**config.mk**
```make
export PLATFORM = sky130hd
export DESIGN_NAME = vsc_sync_ctrl
export DESIGN_NICKNAME = d
export VERILOG_FILES = /design/src/include/vsc_pkg.sv /design/src/hdl/vsc_hsync_gen.sv /design/src/hdl/vsc_sync_ctrl.sv
export SDC_FILE = /design/constraint.sdc
export NUM_CORES = 1
export LEC_CHECK = 0
export BUFFER_PORTS_ARGS = -buffer_cell sky130_fd_sc_hd__buf_2
export CORE_ASPECT_RATIO = 0.7
export CORE_MARGIN = 8
export CORE_UTILIZATION = 60
export DETAILED_ROUTE_END_ITERATION = 10
export PLACE_DENSITY = 0.86
export SLEW_MARGIN = 30
export SYNTH_ARGS = -nofsm -noshare
export SYNTH_HDL_FRONTEND = slang
export SYNTH_SLANG_ARGS = --single-unit
```
**constraint.sdc**
```tcl
create_clock -name mclk_in -period 5.8 [get_ports mclk_in]
set_input_delay 1.74 -clock mclk_in [delete_from_list [all_inputs] [get_ports mclk_in]]
set_output_delay 1.74 -clock mclk_in [all_outputs]
set_load 0.03 [all_outputs]
```
**src/include/vsc_pkg.sv**
```systemverilog
`default_nettype none
package vsc_pkg;

  // ---------------------------------------------------------------------
  // Register map
  // ---------------------------------------------------------------------
  localparam logic [7:0] VSC_OFF_HBEGIN = 8'h06;
  localparam logic [7:0] VSC_OFF_HEND = 8'h07;
  localparam logic [7:0] VSC_OFF_SYNC = 8'h08;
  localparam logic [7:0] VSC_OFF_STATUS = 8'h1F;

  localparam logic [7:0] VSC_RST_HBEGIN = 8'h00;
  localparam logic [7:0] VSC_RST_HEND = 8'h00;
  localparam logic [7:0] VSC_RST_SYNC = 8'h98;

  localparam int VSC_STAT_STD_BIT = 0;
  localparam int VSC_STAT_ODD_BIT = 1;
  localparam int VSC_STAT_ERR_BIT = 2;

  // ---------------------------------------------------------------------
  // Timing and range
  // ---------------------------------------------------------------------
  localparam int VSC_STEP_CLKS = 8;
  localparam logic [7:0] VSC_LIMIT_50HZ = 8'h6C;
  localparam logic [7:0] VSC_LIMIT_60HZ = 8'h6B;

  // ---------------------------------------------------------------------
  // Types
  // ---------------------------------------------------------------------
  typedef enum logic [1:0] {
    VSC_HTC_TV = 2'b00,
    VSC_HTC_VTR = 2'b01,
    VSC_HTC_RSVD = 2'b10,
    VSC_HTC_FAST = 2'b11
  } vsc_htc_t;

  typedef enum logic [1:0] {
    VSC_VN_NORMAL = 2'b00,
    VSC_VN_FAST = 2'b01,
    VSC_VN_FREE = 2'b10,
    VSC_VN_BYPASS = 2'b11
  } vsc_vnoise_t;

  typedef struct packed {
    logic auto_field_detect;
    logic forced_field_standard;
    logic forced_field_toggle;
    vsc_htc_t horiz_time_constant;
    logic horiz_loop_open;
    vsc_vnoise_t vert_noise_mode;
  } vsc_ctrl_t;

  typedef struct packed {
    logic wr;
    logic [7:0] addr;
    logic [7:0] wdata;
  } vsc_regreq_t;

endpackage
`default_nettype wire

```
**src/hdl/vsc_hsync_gen.sv**
```systemverilog
`timescale 1ns/1ps
`default_nettype none
module vsc_hsync_gen (
  input wire logic mclk_in,
  input wire logic srst_in,
  input wire logic line_ref_in,
  input wire logic signed [7:0] begin_in,
  input wire logic signed [7:0] end_in,
  input wire logic [7:0] center_in,
  output logic hsync_out
);
  import vsc_pkg::*;

  typedef struct packed {
    logic [2:0] sub;
    logic [8:0] step;
    logic hsync;
  } vsc_gen_state_t;

  vsc_gen_state_t st_ff;
  vsc_gen_state_t nxt_st;
  logic signed [9:0] pos;
  logic signed [9:0] b_w;
  logic signed [9:0] e_w;

  // ---------------------------------------------------------------------
  // Line position in steps of eight clocks, signed about the line centre
  // ---------------------------------------------------------------------
  always_comb begin
    nxt_st = st_ff;
    pos = $signed({1'b0, st_ff.step}) - $signed({2'b00, center_in});
    b_w = 10'(begin_in);
    e_w = 10'(end_in);
    if (line_ref_in) begin
      nxt_st.sub = 3'h0;
      nxt_st.step = 9'h000;
    end else begin
      nxt_st.sub = st_ff.sub + 3'h1;
      if (st_ff.sub == 3'(VSC_STEP_CLKS - 1) && st_ff.step != 9'h1FF) begin
        nxt_st.step = st_ff.step + 9'h001;
      end
    end
    if (b_w <= e_w) begin
      nxt_st.hsync = (pos >= b_w) && (pos < e_w);
    end else begin
      nxt_st.hsync = (pos >= b_w) || (pos < e_w);
    end
  end

  always_ff @(posedge mclk_in) begin
    if (srst_in) begin
      st_ff <= '0;
    end else begin
      st_ff <= nxt_st;
    end
  end

  assign hsync_out = st_ff.hsync;
endmodule // vsc_hsync_gen
`default_nettype wire

```
**src/hdl/vsc_sync_ctrl.sv**
```systemverilog
//
// Function
// - The sync start position is an 8-bit signed delay counted in steps of eight clocks.
// - The sync stop position is a separate 8-bit signed delay in the same eight clock steps.
// - Automatic detection on lets the detector set the standard, off lets the forced bit.
// - With detection off, forced bit 0 is 50 Hz 625 lines and 1 is 60 Hz 525 lines.
// - The odd/even output toggles for interlaced sources, or every field when forced.
// - The time constant field selects TV, VTR, reserved or fast locking loop behaviour.
// - Loop bit 0 keeps the horizontal loop closed, 1 opens it with fixed frequency.
// - The vertical noise field selects normal, fast, free running or bypass.
`timescale 1ns/1ps
`default_nettype none
module vsc_sync_ctrl (
  input wire logic mclk_in,
  input wire logic srst_in,
  input wire vsc_pkg::vsc_regreq_t reg_req_in,
  output logic [7:0] reg_rdata_out,
  input wire logic line_ref_in,
  input wire logic field_start_in,
  input wire logic detect_60hz_in,
  input wire logic source_interlaced_in,
  output logic hsync_out,
  output logic field_60hz_out,
  output logic odd_even_out,
  output vsc_pkg::vsc_htc_t horiz_time_constant_out,
  output logic horiz_loop_open_out,
  output vsc_pkg::vsc_vnoise_t vert_noise_mode_out,
  output logic delay_range_err_out
);
  import vsc_pkg::*;

  typedef struct packed {
    logic [7:0] hbegin;
    logic [7:0] hend;
    vsc_ctrl_t ctrl;
    logic field_60hz;
    logic odd_even;
    logic range_err;
    logic [7:0] rdata;
  } vsc_state_t;

  vsc_state_t st_ff;
  vsc_state_t nxt_st;
  logic std_now;
  logic signed [7:0] begin_lim;
  logic signed [7:0] end_lim;
  logic [7:0] limit;

  // ---------------------------------------------------------------------
  // Helpers
  // ---------------------------------------------------------------------
  function automatic logic vsc_in_range(input logic [7:0] v, input logic [7:0] lim);
    logic signed [8:0] sv;
    sv = 9'($signed(v));
    return (sv <= $signed({1'b0, lim})) && (sv >= -$signed({1'b0, lim}));
  endfunction

  function automatic logic [7:0] vsc_clamp(input logic [7:0] v, input logic [7:0] lim);
    logic [7:0] r;
    r = v;
    if (!vsc_in_range(v, lim)) begin
      r = v[7] ? 8'(-lim) : lim;
    end
    return r;
  endfunction

  // ---------------------------------------------------------------------
  // Control and field state
  // ---------------------------------------------------------------------
  always_comb begin
    nxt_st = st_ff;
    if (reg_req_in.wr) begin
      unique case (reg_req_in.addr)
        VSC_OFF_HBEGIN: nxt_st.hbegin = reg_req_in.wdata;
        VSC_OFF_HEND: nxt_st.hend = reg_req_in.wdata;
        VSC_OFF_SYNC: nxt_st.ctrl = vsc_ctrl_t'(reg_req_in.wdata);
        default: nxt_st.ctrl = st_ff.ctrl;
      endcase
    end
    nxt_st.field_60hz = std_now;
    if (field_start_in && (source_interlaced_in || st_ff.ctrl.forced_field_toggle)) begin
      nxt_st.odd_even = !st_ff.odd_even;
    end
    nxt_st.range_err = !vsc_in_range(st_ff.hbegin, limit) || !vsc_in_range(st_ff.hend, limit);
    unique case (reg_req_in.addr)
      VSC_OFF_HBEGIN: nxt_st.rdata = st_ff.hbegin;
      VSC_OFF_HEND: nxt_st.rdata = st_ff.hend;
      VSC_OFF_SYNC: nxt_st.rdata = 8'(st_ff.ctrl);
      VSC_OFF_STATUS: begin
        nxt_st.rdata = 8'h00;
        nxt_st.rdata[VSC_STAT_STD_BIT] = st_ff.field_60hz;
        nxt_st.rdata[VSC_STAT_ODD_BIT] = st_ff.odd_even;
        nxt_st.rdata[VSC_STAT_ERR_BIT] = st_ff.range_err;
      end
      default: nxt_st.rdata = 8'h00;
    endcase
  end

  always_comb begin
    std_now = st_ff.ctrl.auto_field_detect ? detect_60hz_in
                                           : st_ff.ctrl.forced_field_standard;
    limit = st_ff.field_60hz ? VSC_LIMIT_60HZ : VSC_LIMIT_50HZ;
    begin_lim = $signed(vsc_clamp(st_ff.hbegin, limit));
    end_lim = $signed(vsc_clamp(st_ff.hend, limit));
  end

  always_ff @(posedge mclk_in) begin
    if (srst_in) begin
      st_ff.hbegin <= VSC_RST_HBEGIN;
      st_ff.hend <= VSC_RST_HEND;
      st_ff.ctrl <= vsc_ctrl_t'(VSC_RST_SYNC);
      st_ff.field_60hz <= 1'b0;
      st_ff.odd_even <= 1'b0;
      st_ff.range_err <= 1'b0;
      st_ff.rdata <= 8'h00;
    end else begin
      st_ff <= nxt_st;
    end
  end

  // ---------------------------------------------------------------------
  // Sync pulse placement
  // ---------------------------------------------------------------------
  vsc_hsync_gen u_hsync_gen (
    .mclk_in(mclk_in),
    .srst_in(srst_in),
    .line_ref_in(line_ref_in),
    .begin_in(begin_lim),
    .end_in(end_lim),
    .center_in(limit),
    .hsync_out(hsync_out)
  );

  // Reserved time constant code is passed on as stored; software must not use it.
  assign horiz_time_constant_out = st_ff.ctrl.horiz_time_constant;
  assign horiz_loop_open_out = st_ff.ctrl.horiz_loop_open;
  assign vert_noise_mode_out = st_ff.ctrl.vert_noise_mode;
  assign field_60hz_out = st_ff.field_60hz;
  assign odd_even_out = st_ff.odd_even;
  assign delay_range_err_out = st_ff.range_err;
  assign reg_rdata_out = st_ff.rdata;
endmodule // vsc_sync_ctrl
`default_nettype wire

```
* Word-level counts from Yosys, hierarchy flattened
Index checks and enable logic that the tools add are counted.
Storage, ports and cells: word-level logic and storage cells 56, output and inout bits 17, register bits after elaboration 48
Cells by class: order comparisons 7, eq/ne operators 6, reduce and logical (&&, ||, !) cells 15, $add $sub $neg 5, multiplexer cells 8
Operators by type and width (number):
- 2-to-1 mux 8 bit | 4
- case mux 8 bit (4 select lines) | 1
- less-or-equal comparator 8 bit | 3
- >= comparator 8 x 9 -> 1 bit | 2
- equality test 8 x 3 -> 1 bit (second input constant) | 2
- >= comparator 10 x 8 -> 1 bit | 1
- less-than comparator 10 x 8 -> 1 bit | 1
- subtractor 9 x 7 -> 10 bit | 1
- adder 9 x 1 -> 9 bit (second input constant) | 1
- != test 9 bit (second input constant) | 1
- negation 7 -> 9 bit | 1
- equality test 8 x 4 -> 1 bit (second input constant) | 1
- equality test 8 x 5 -> 1 bit (second input constant) | 1
- negation 7 -> 8 bit | 1
- AND reduction 2 bit | 3
- logical AND 1 bit | 5
- adder 3 x 1 -> 3 bit (second input constant) | 1
- equality test 3 bit (second input constant) | 1
- zero test 1 bit | 3
- logical OR 1 bit | 3
- 2-to-1 mux 3 bit | 1
- 2-to-1 mux 1 bit | 2
- OR reduction 2 bit | 1

* Depth between registers and ports, before layout
Gate-level depths: netlist of run 1.
word-level depth 8, gate-level depth with buffers 16

* Modules after synthesis
Synthesis of run 1 repeated with hierarchy kept, for this count alone.
Unflattened totals: cells, all modules 402, area, all modules 3427.0 µm²
By module, submodules not included:
- vsc_sync_ctrl | times used 1, area an instance 1878.1 µm², cells each 215
- vsc_hsync_gen | times used 1, area an instance 1549.0 µm², cells each 187

* Least setup slack after synthesis of run 1
Ideal clock, no wire load.
path type register -> register, start register st_ff (netlist bit field_60hz_out), end register u_hsync_gen.st_ff (netlist bit u_hsync_gen.hsync_out), arrival time 3560 ps, data required time 5668 ps, path slack 2109 ps, buffers on the path 0, stages on the path, launching flop included 16, cell sequence dfxtp_1 inv_1 ha_1 nor2b_1 o21ai_0 a21oi_1 o2111ai_2 nand2_1 o22ai_1 ha_1 nor2b_1 o211a_1 a2111oi_2 o22ai_1 o221ai_1 o221ai_2
Between the ends: cells in the longest elaborated chain, start to end 8
RTL lines:
- from (decl) | line vsc_sync_ctrl.sv:42 | vsc_state_t st_ff;
- from (signal assigned) | line vsc_sync_ctrl.sv:117 | st_ff <= nxt_st;
- 2-to-1 mux 3 bit * | line vsc_sync_ctrl.sv:102 | limit = st_ff.field_60hz ? VSC_LIMIT_60HZ : VSC_LIMIT_50HZ;
- negation 7 -> 9 bit | line vsc_sync_ctrl.sv:55 | return (sv <= $signed({1'b0, lim})) && (sv >= -$signed({1'b0, lim}));
- >= comparator 8 x 9 -> 1 bit | line vsc_sync_ctrl.sv:55
- logical AND 1 bit | line vsc_sync_ctrl.sv:55
- 2-to-1 mux 8 bit | line vsc_sync_ctrl.sv:61 | if (!vsc_in_range(v, lim)) begin
- >= comparator 10 x 8 -> 1 bit or less-than comparator 10 x 8 -> 1 bit (tied branches) | line vsc_hsync_gen.sv:44, vsc_hsync_gen.sv:46
- logical OR 1 bit or logical AND 1 bit (tied branches) | line vsc_hsync_gen.sv:46, vsc_hsync_gen.sv:44
- 2-to-1 mux 1 bit * | line vsc_hsync_gen.sv:43 | if (b_w <= e_w) begin
- to (signal assigned) | line vsc_hsync_gen.sv:54 | st_ff <= nxt_st;
- to (decl) | line vsc_hsync_gen.sv:20 | vsc_gen_state_t st_ff;
Every way passes the cells marked *; elsewhere a longest branch is shown, timed or not. A chain may end at the register's enable or synchronous reset.

* Worst setup path after layout of run 1
Ends and elaborated chain as after synthesis.

==> results_dict.tcl, run 1 <==
set metrics [dict create \
    status "finished clean" \
    yosysSeqAreaShare 0.295 \
    postCtsSetupBuffers 0 \
    die_x_um 104 \
    drt-total-wl_mm 7.88 \
    start_util 0.623 \
    worst_slew_margin_rel 0.568 \
    synth_cell_types 60 \
    powerDensity_mw_per_mm2 194 \
    drv_cap 0 \
    core-area_mm2 0.00523 \
    drtIter0Drc 275 \
    cp.required_ps 5980 \
    finClkSkew_ps 5.13 \
    worstPathArrival_ps 4210 \
    grt_pass1_wl_mm 13.2 \
    hold_viol 0 \
    hold_class "register to register" \
    met1Wirelength_mm 3.78 \
    grt_start_max_net_pins 33 \
    period_share 0.695 \
    clk_latency_ps 310 \
    gp_congestion 0.880 \
    overflow 0 \
    peakVddDrop_uv 111 \
    numCtsBuffers 5 \
    setup_tns_ps 0 \
    htree_num_levels 2 \
    wl_met3_um 643 \
    avgSynthCellArea_um2 8.31 \
    grt_pass1_vias 2690 \
    place_ws_ps 1880 \
    cts_root_buf "clkbuf_8" \
    drtPass1Iterations 8 \
    stdcell_area_mm2 0.00352 \
    synth_edf_count 0 \
    antenna_found_initial 0 \
    rr_worst_depth 15 \
    io_pins 40 \
    synth-async-reset-ratio 0 \
    postSynthCellCount 392 \
    netlist_area_mm2 0.00326 \
    fillers 422 \
    crit_fanout 13 \
    placed_area_mm2 0.00338 \
    tightest_slew_ps 647 \
    critical_path_class "register to register" \
    fin_nets 476 \
    clk_pin_slew_ps 100 \
    io_buffers 39 \
    insertedDiodeCount 0 \
    yosysWarnings 0 \
    drtAntennaViolNets 0 \
    cts_resized 0 \
    die_h_um 77.6 \
    die_area_mm2 0.00808 \
    slew_viol_final 0 \
    finalSetupViolations 0 \
    top_layer "met4" \
    route.detailed.drc 0 \
    ys.flop_type "dfxtp_1" \
    vias 3004 \
    wl_met2_mm 3.37 \
    fmax_mhz 248 \
    drive_above_1_share 0.150 \
    syn2layout_area_growth_pct 8.11 \
    end_kind "register" \
    start_kind "register" \
    hold_depth 1 \
    power_mw 0.683 \
    syn_nets 456 \
    period_needed_ps 4030 \
    rows 22 \
    cts.sinks 48 \
    clockBufferDepth 2 \
    rsz0062_at_grt "false" \
    cts-hold-fix-buffers 0 \
    grt_usage 0.193 \
    wl_per_cell_um 16.3 \
    dp_hpwl_mm 6.09 \
    power_leakage_nw 1.39 \
    ys_ff_latch 48 \
    vias_per_cell 6.19 \
    tritoncts "done" \
    layout_setup_ws_ps 1770 \
]
[Yosys cell counts (3+ instances only)]
cell type / instances / area, um2
a211o_1: 3 / 26.3
nand3_1: 23 / 115
o21ai_0: 13 / 65.1
nor2_1: 22 / 82.6
buf_4: 16 / 120
xor2_1: 10 / 87.6
xnor2_1: 4 / 35.0
nor2b_1: 7 / 43.8
nand4_1: 9 / 56.3
mux2i_1: 6 / 60.1
and2_1: 3 / 18.8
a21oi_1: 38 / 190
dfxtp_1: 48 / 961
a22oi_1: 10 / 75.1
ha_1: 40 / 500
a21o_1: 4 / 30.0
clkbuf_1: 9 / 33.8
and3_1: 7 / 43.8
inv_1: 20 / 75.1
nand2_1: 49 / 184
o21a_1: 3 / 22.5
o22ai_1: 3 / 18.8
[logic make-up after synthesis]
family / after synthesis / share of synthesized area
and+or+nand+nor: 137 / 0.209
DFF: 48 / 0.295
adders and majority gates: 41 / 0.160
muxes: 7 / 0.0219
buffers and inverters: 46 / 0.0718
AOI/OAI and AO/OA: 99 / 0.205
xor gates and xnor gates: 14 / 0.0376
[metal layers]
layer / vias up / global-route usage
met1: 1393 / 0.278
met3: 16 / 0.0462
met5: - / 0
met2: 153 / 0.283
met4: 0 / 0.0374
li1: 1442 / -
[worst paths after layout]
path | startpoint | to | slack [ps]
worst max-delay path | field_60hz_out$_SDFF_PP0_ | u_hsync_gen.hsync_out$_SDFF_PP0_ | 1770
worst min-delay path | u_hsync_gen.st_ff[10]$_SDFF_PP0_ | u_hsync_gen.st_ff[10]$_SDFF_PP0_ | 440
worst max register to register | field_60hz_out$_SDFF_PP0_ | u_hsync_gen.hsync_out$_SDFF_PP0_ | 1770
worst min register to register | u_hsync_gen.st_ff[10]$_SDFF_PP0_ | u_hsync_gen.st_ff[10]$_SDFF_PP0_ | 440
[area by class of cell]
| type | instances | area [um2] | share of cell area |
|---|---|---|---|
| Sequential cell | 48 | 961 | 0.273 |
| Tap cell | 72 | 90.1 | 0.0256 |
| Clock inverter | 3 | 68.8 | 0.0195 |
| Timing Repair Buffer | 39 | 195 | 0.0554 |
| Multi-Input combinational cell | 298 | 2060 | 0.586 |
| Inverter | 20 | 75.1 | 0.0213 |
| Clock buffer | 5 | 68.8 | 0.0195 |
[power by group]
group	total, mW	internal (mW)	switching (mW)
logic	0.0514	0.0201	0.0313
registers	0.334	0.331	0.00283
clock network	0.298	0.174	0.124
total	0.683	0.525	0.158
[flip-flops by register name (all words and copies together) (netlist names)]
name	cells
u_hsync_gen.st_ff	12
u_hsync_gen.hsync_out	1
st_ff	19
field_60hz_out	1
delay_range_err_out	1
vert_noise_mode_out	2
reg_rdata_out	8
horiz_time_constant_out	2
odd_even_out	1
horiz_loop_open_out	1
[metrics by stage]
step	instances	hold WS, ps	utilization
global placement	477	409	0.647
detailed placement	477	427	0.647
finish	485	436	0.673
CTS	485	442	0.673
global route	485	488	0.673
floorplan	392	399	-
[placed cells by master (no fill, tap or decap), types with 3 or more instances in the layout]
master,instances
a211o_1,3
a21o_1,4
a21oi_1,38
a22oi_1,10
and2_1,3
and3_1,7
buf_2,39
clkbuf_8,5
dfxtp_1,48
ha_1,40
inv_1,20
mux2i_1,6
nand2_1,49
nand3_1,23
nand4_1,9
nor2_1,22
nor2b_1,7
o21a_1,3
o21ai_0,13
o22ai_1,3
xnor2_1,4
xor2_1,10
[worst max-delay path, cell delays in order (launching register included)]
cell,delay (ps)
dfxtp_1,640
inv_1,320
ha_1,380
nor2b_1,130
o21ai_0,160
a21oi_1,110
o2111ai_2,330
nand2_1,250
o22ai_1,220
ha_1,280
nor2b_1,140
o211a_1,210
a2111oi_2,200
o22ai_1,170
o221ai_1,240
o221ai_2,110
No activity file was read; power rests on OpenSTA's default activity.
==> run 2: changes to the inputs <==
CORE_UTILIZATION = 53   (was 60)
PLACE_DENSITY = 0.81   (was 0.86)
clock period = 3.68 ns   (was 5.8 ns; I/O delays follow)
==> run 2 against run 1 <==
Die area up 11%. Largest power group unchanged. Sequential cell count unchanged. Final area increased by 1.5%. Sequential power rose by 57%.
==> results_dict.tcl, run 2 (synthesis results as in run 1) <==
set metrics [dict create \
    setup_tns_ps 0 \
    critical_path_class "register to register" \
    cts_root_buf "clkbuf_8" \
    crit_cells 16 \
    start_util 0.534 \
    drtAntennaViolNets 0 \
    crit_fanout 8 \
    route.detailed.drc 0 \
    regArea_um2 965 \
    hold_class "register to register" \
    die_x_um 110 \
    drt-total-wl_mm 8.11 \
    tightest_slew_ps 712 \
    overflow 0 \
    cp.required_ps 3860 \
    seq_power_share 0.543 \
    insertedDiodeCount 0 \
    period_share 0.943 \
    start_kind "register" \
    hold_viol 0 \
    crit_slowest_cell "dfxtp_4" \
    multi_input_area_mm2 0.00207 \
    finClkSkew_ps 3.88 \
    htree_num_levels 2 \
    grt_usage 0.187 \
    power_leakage_nw 1.41 \
    rr_worst_depth 16 \
    hold_depth 1 \
    die_area_mm2 0.00895 \
    path_delay_family "compound AO/OA/AOI/OAI gates" \
    powerDensity_mw_per_mm2 271 \
    wl_per_cell_um 16.2 \
    drtPass1Iterations 5 \
    clockBufferDepth 2 \
    clk_latency_ps 300 \
    rsz0062_at_grt "false" \
    worst_slew_margin_rel 0.524 \
    dp_hpwl_mm 6.16 \
    fmax_mhz 288 \
    gp_congestion 0.920 \
    p_int_mw 0.715 \
    pwr-share-clk 0.367 \
    drtIter0Drc 312 \
    core-area_mm2 0.00610 \
    slew_viol_final 0 \
    die_h_um 81.6 \
    finalSetupViolations 0 \
    final_cell_mix "nand2_1 (48), dfxtp_1 (47), ha_1 (40)" \
    cp.buffers_inverters 2 \
    status "finished clean" \
    grt_pass1_wl_mm 13.4 \
    cpPeakStageDelay_ps 420 \
    power_switching_share 0.261 \
    antenna_found_initial 0 \
    p_switching_mw 0.252 \
    grt_pass1_vias 2799 \
    peakVddDrop_uv 178 \
    io_pins 40 \
    largest_register_ffs 19 \
    tritoncts "done" \
    vias 3014 \
    p_comb_frac 0.090 \
    place_ws_ps 207 \
    layout_setup_ws_ps 208 \
    regMostFlops "st_ff" \
    fillers 528 \
    numCtsBuffers 5 \
    fin_util 0.586 \
    grt_start_max_net_pins 33 \
    vias_per_cell 6.03 \
    final_common_cell "nand2_1" \
    cts.sinks 48 \
    syn2layout_area_growth_pct 9.72 \
    end_kind "register" \
    fin_nets 485 \
    drive_above_1_share 0.178 \
    crit_chain "clkinvlp_4 -> buf_4 -> ha_1 -> a21oi_1 -> o21a_1 -> nor2_1 -> nor2_1 -> mux2_2 -> nand2_1 -> ha_1 -> nor2b_1 -> o211a_1 -> a2111oi_2 -> o22ai_1 -> o221ai_1 -> o221ai_2" \
    worstPathArrival_ps 3650 \
    period_needed_ps 3470 \
    io_buffers 39 \
    drv_cap 0 \
    rows 24 \
    clk_pin_slew_ps 100 \
]
-- run 2: changes by cell type in the layout (fill, tap and decap cells not counted), sizes merged --
cell	change
clkbuf	+2
clkinvlp	+1
buf	+8
bufinv	-2
-- run 2: power by group through the flow --
| stage | registers (mW) | clock network [mW] | logic (mW) |
|---|---|---|---|
| finish | 0.526 | 0.355 | 0.0867 |
| global route | 0.526 | 0.375 | 0.0972 |
| CTS | 0.526 | 0.358 | 0.0826 |
| floorplan | 0.541 | 0 | 0.0456 |
| global placement | 0.537 | 0 | 0.0794 |
| detailed placement | 0.538 | 0 | 0.0822 |
-- run 2: worst reg2reg max path: cells and delay by family, from the launching register on --
family	cells	cell delay [ps]
flops	1	420
compound gates	7	1380
buf+inv	2	340
fa+ha+maj	2	440
mux	1	340
simple gates	4	420
-- run 2: repair_timing --
item,CTS,global route
hold buffers,0,0
gates resized for setup,0,7
endpoints found under the setup margin,0,1
buffers inserted,0,4
-- run 2: cell type report --
| type | count | share of cell area |
|---|---|---|
| well taps | 78 | 0.0273 |
| clock inverters | 2 | 0.00490 |
| inverters | 20 | 0.0221 |
| repair buffers | 48 | 0.0728 |
| clock buffers | 6 | 0.0231 |
| flip-flops and latches | 48 | 0.270 |
| multi-input cells | 298 | 0.580 |
-- run 2: worst paths after layout --
check | startpoint | to | slack (ps)
setup reg to reg | field_60hz_out$_SDFF_PP0_ | u_hsync_gen.hsync_out$_SDFF_PP0_ | 210
hold reg to reg | u_hsync_gen.st_ff[10]$_SDFF_PP0_ | u_hsync_gen.st_ff[10]$_SDFF_PP0_ | 420
hold / removal | u_hsync_gen.st_ff[10]$_SDFF_PP0_ | u_hsync_gen.st_ff[10]$_SDFF_PP0_ | 420
setup / recovery | field_60hz_out$_SDFF_PP0_ | u_hsync_gen.hsync_out$_SDFF_PP0_ | 210
-- run 2: per-stage QoR --
stage	area (um2)	total power, mW	cells	hold slack [ps]
after floorplan	3260	0.587	392	399
after global placement	3430	0.617	488	407
after detailed placement	3430	0.620	488	411
after CTS	3530	0.967	496	425
after global routing	3570	0.998	500	449
final	3570	0.967	500	425
-- run 2: routing by layer --
| layer | up-vias | part of all wire | wire, um | track usage |
|---|---|---|---|---|
| met1 | 1393 | 0.46 | 3740 | 0.259 |
| met3 | 8 | 0.096 | 776 | 0.0290 |
| li1 | 1458 | - | - | - |
| met4 | 0 | 0.011 | 91 | 0.0483 |
| met5 | - | 0 | 0 | 0 |
| met2 | 155 | 0.43 | 3500 | 0.299 |
==> run 3: changes to the inputs <==
CORE_UTILIZATION = 55   (was 53)
CTS_BUF_LIST = sky130_fd_sc_hd__clkbuf_8   (was default)
PLACE_DENSITY = 0.83   (was 0.81)
==> run 3 against run 2 <==
Setup slack worse by 75 ps. Sequential cell count is the same. Critical path depth shrank 1. Cell count fell by 0.60%. Sequential power about the same. Clock skew about the same. Total power up 11%. Sequential share of layout area decreased by 0.29 points. Wire length grew 5.5%.
==> results_dict.tcl, run 3 (synthesis results as in run 1) <==
set metrics [dict create \
    status "finished clean" \
    finalSetupViolations 0 \
    final_common_cell "nand2_1" \
    cts.sinks 48 \
    core-area_mm2 0.00573 \
    route.detailed.drc 0 \
    clockBufferDepth 2 \
    tritoncts "done" \
    place_ws_ps 225 \
    whs_ps 430 \
    worst_slew_margin_rel 0.569 \
    tightest_slew_ps 645 \
    drv_cap 0 \
    insertedDiodeCount 0 \
    period_needed_ps 3550 \
    gp_congestion 0.875 \
    dp_hpwl_mm 6.37 \
    p_comb_frac 0.082 \
    drive_above_1_share 0.175 \
    p_switching_mw 0.245 \
    wl_per_cell_um 17.2 \
    grt_pass1_vias 2828 \
    cts-hold-fix-buffers 0 \
    start_util 0.569 \
    drtIter0Drc 313 \
    peakVddDrop_uv 155 \
    drtAntennaViolNets 0 \
    pwr-share-clk 0.427 \
    io_pins 40 \
    crit_fanout 8 \
    start_kind "register" \
    largest_register_ffs 19 \
    period_share 0.964 \
    dpl.cell_count 486 \
    htree_num_levels 2 \
    grt_pass1_wl_mm 13.7 \
    fmax_mhz 282 \
    finClkSkew_ps 4.20 \
    powerDensity_mw_per_mm2 296 \
    instances_no_fill 497 \
    io_buffers 39 \
    power_leakage_nw 1.43 \
    end_kind "register" \
    layout_setup_ws_ps 133 \
    worstPathArrival_ps 3730 \
    vias_per_cell 6.21 \
    grt_start_max_net_pins 33 \
    cts_root_buf "clkbuf_8" \
    die_area_mm2 0.00868 \
    clk_latency_ps 310 \
    power_switching_share 0.229 \
    cp.required_ps 3860 \
    p_int_mw 0.825 \
    clk_pin_slew_ps 90 \
    antenna_found_initial 0 \
    final_cell_mix "nand2_1 (48), dfxtp_1 (47), ha_1 (40)" \
    syn2layout_area_growth_pct 10.9 \
    overflow 0 \
    numCtsBuffers 5 \
    vias 3088 \
    regMostFlops "st_ff" \
    slew_viol_final 0 \
    die_x_um 108 \
    hold_viol 0 \
    hold_class "register to register" \
    drt-total-wl_mm 8.56 \
    die_h_um 80.4 \
    seq_power_share 0.491 \
    power_mw 1.07 \
    rows 23 \
    drtPass1Iterations 6 \
    critical_path_class "register to register" \
    grt_usage 0.195 \
    fin_nets 486 \
]
run 3: cell types whose count changed in the layout (fill, tap and decap cells not counted), moves of 2 or more:
| cell | before | now |
|---|---|---|
| o21ai_1 | 4 | 2 |
| o21ai_0 | 11 | 13 |
| bufinv_16 | 0 | 2 |
| inv_6 | 2 | 0 |
run 3: final timing paths:
| check | start | endpoint | slack [ps] | depth (start not counted) |
|---|---|---|---|---|
| hold / removal | u_hsync_gen.st_ff[10]$_SDFF_PP0_ | u_hsync_gen.st_ff[10]$_SDFF_PP0_ | 430 | 1 |
| setup reg to reg | field_60hz_out$_SDFF_PP0_ | u_hsync_gen.hsync_out$_SDFF_PP0_ | 130 | 15 |
| setup / recovery | field_60hz_out$_SDFF_PP0_ | u_hsync_gen.hsync_out$_SDFF_PP0_ | 130 | 15 |
| hold reg to reg | u_hsync_gen.st_ff[10]$_SDFF_PP0_ | u_hsync_gen.st_ff[10]$_SDFF_PP0_ | 430 | 1 |
run 3: power by group through the flow:
stage               sequential [mW]  combinational, mW  clock, mW
finish                        0.525             0.0877      0.456
detailed placement            0.538             0.0820          0
global placement              0.538             0.0789          0
floorplan                     0.541             0.0456          0
global route                  0.526             0.0962      0.479
CTS                           0.526             0.0834      0.455
run 3: critical path: stages, from the launching register on:
cell	delay [ps]
dfxtp_4	390
buf_4	170
ha_1	320
a21oi_1	170
o21a_1	200
nor2_1	70
nor2_1	200
mux2_2	360
nand2_1	120
ha_1	270
nor2b_1	150
o211a_1	240
a2111oi_4	220
o22ai_1	170
o221ai_1	240
o221ai_2	120
run 3: final cells by class:
class,count,area (um2)
Timing Repair Buffer,49,268
Fill cell,482,2110
Sequential cell,48,965
Multi-Input combinational cell,298,2080
Clock inverter,2,60.1
Inverter,20,78.8
Tap cell,75,93.8
Clock buffer,5,68.8
run 3: what timing repair did:
item                                    4_1_cts  5_1_grt
resized for setup                             0        5
endpoints found under the setup margin        0        1
setup buffers                                 0        4
endpoints found under the hold margin         0        0
run 3: stage by stage:
step | setup TNS (ps) | utilization | instance area [um2]
floorplan | 0 | - | 3260
global placement | 0 | 0.600 | 3430
detailed placement | 0 | 0.600 | 3430
CTS | 0 | 0.622 | 3560
global route | -13.2 | 0.631 | 3610
finish | 0 | 0.631 | 3610
run 3: per-layer routing:
layer,track usage,vias to the layer above,share of wire
li1,-,1461,-
met2,0.300,165,0.44
met5,0,-,0
met1,0.259,1436,0.44
met3,0.0464,26,0.094
met4,0.0690,0,0.025
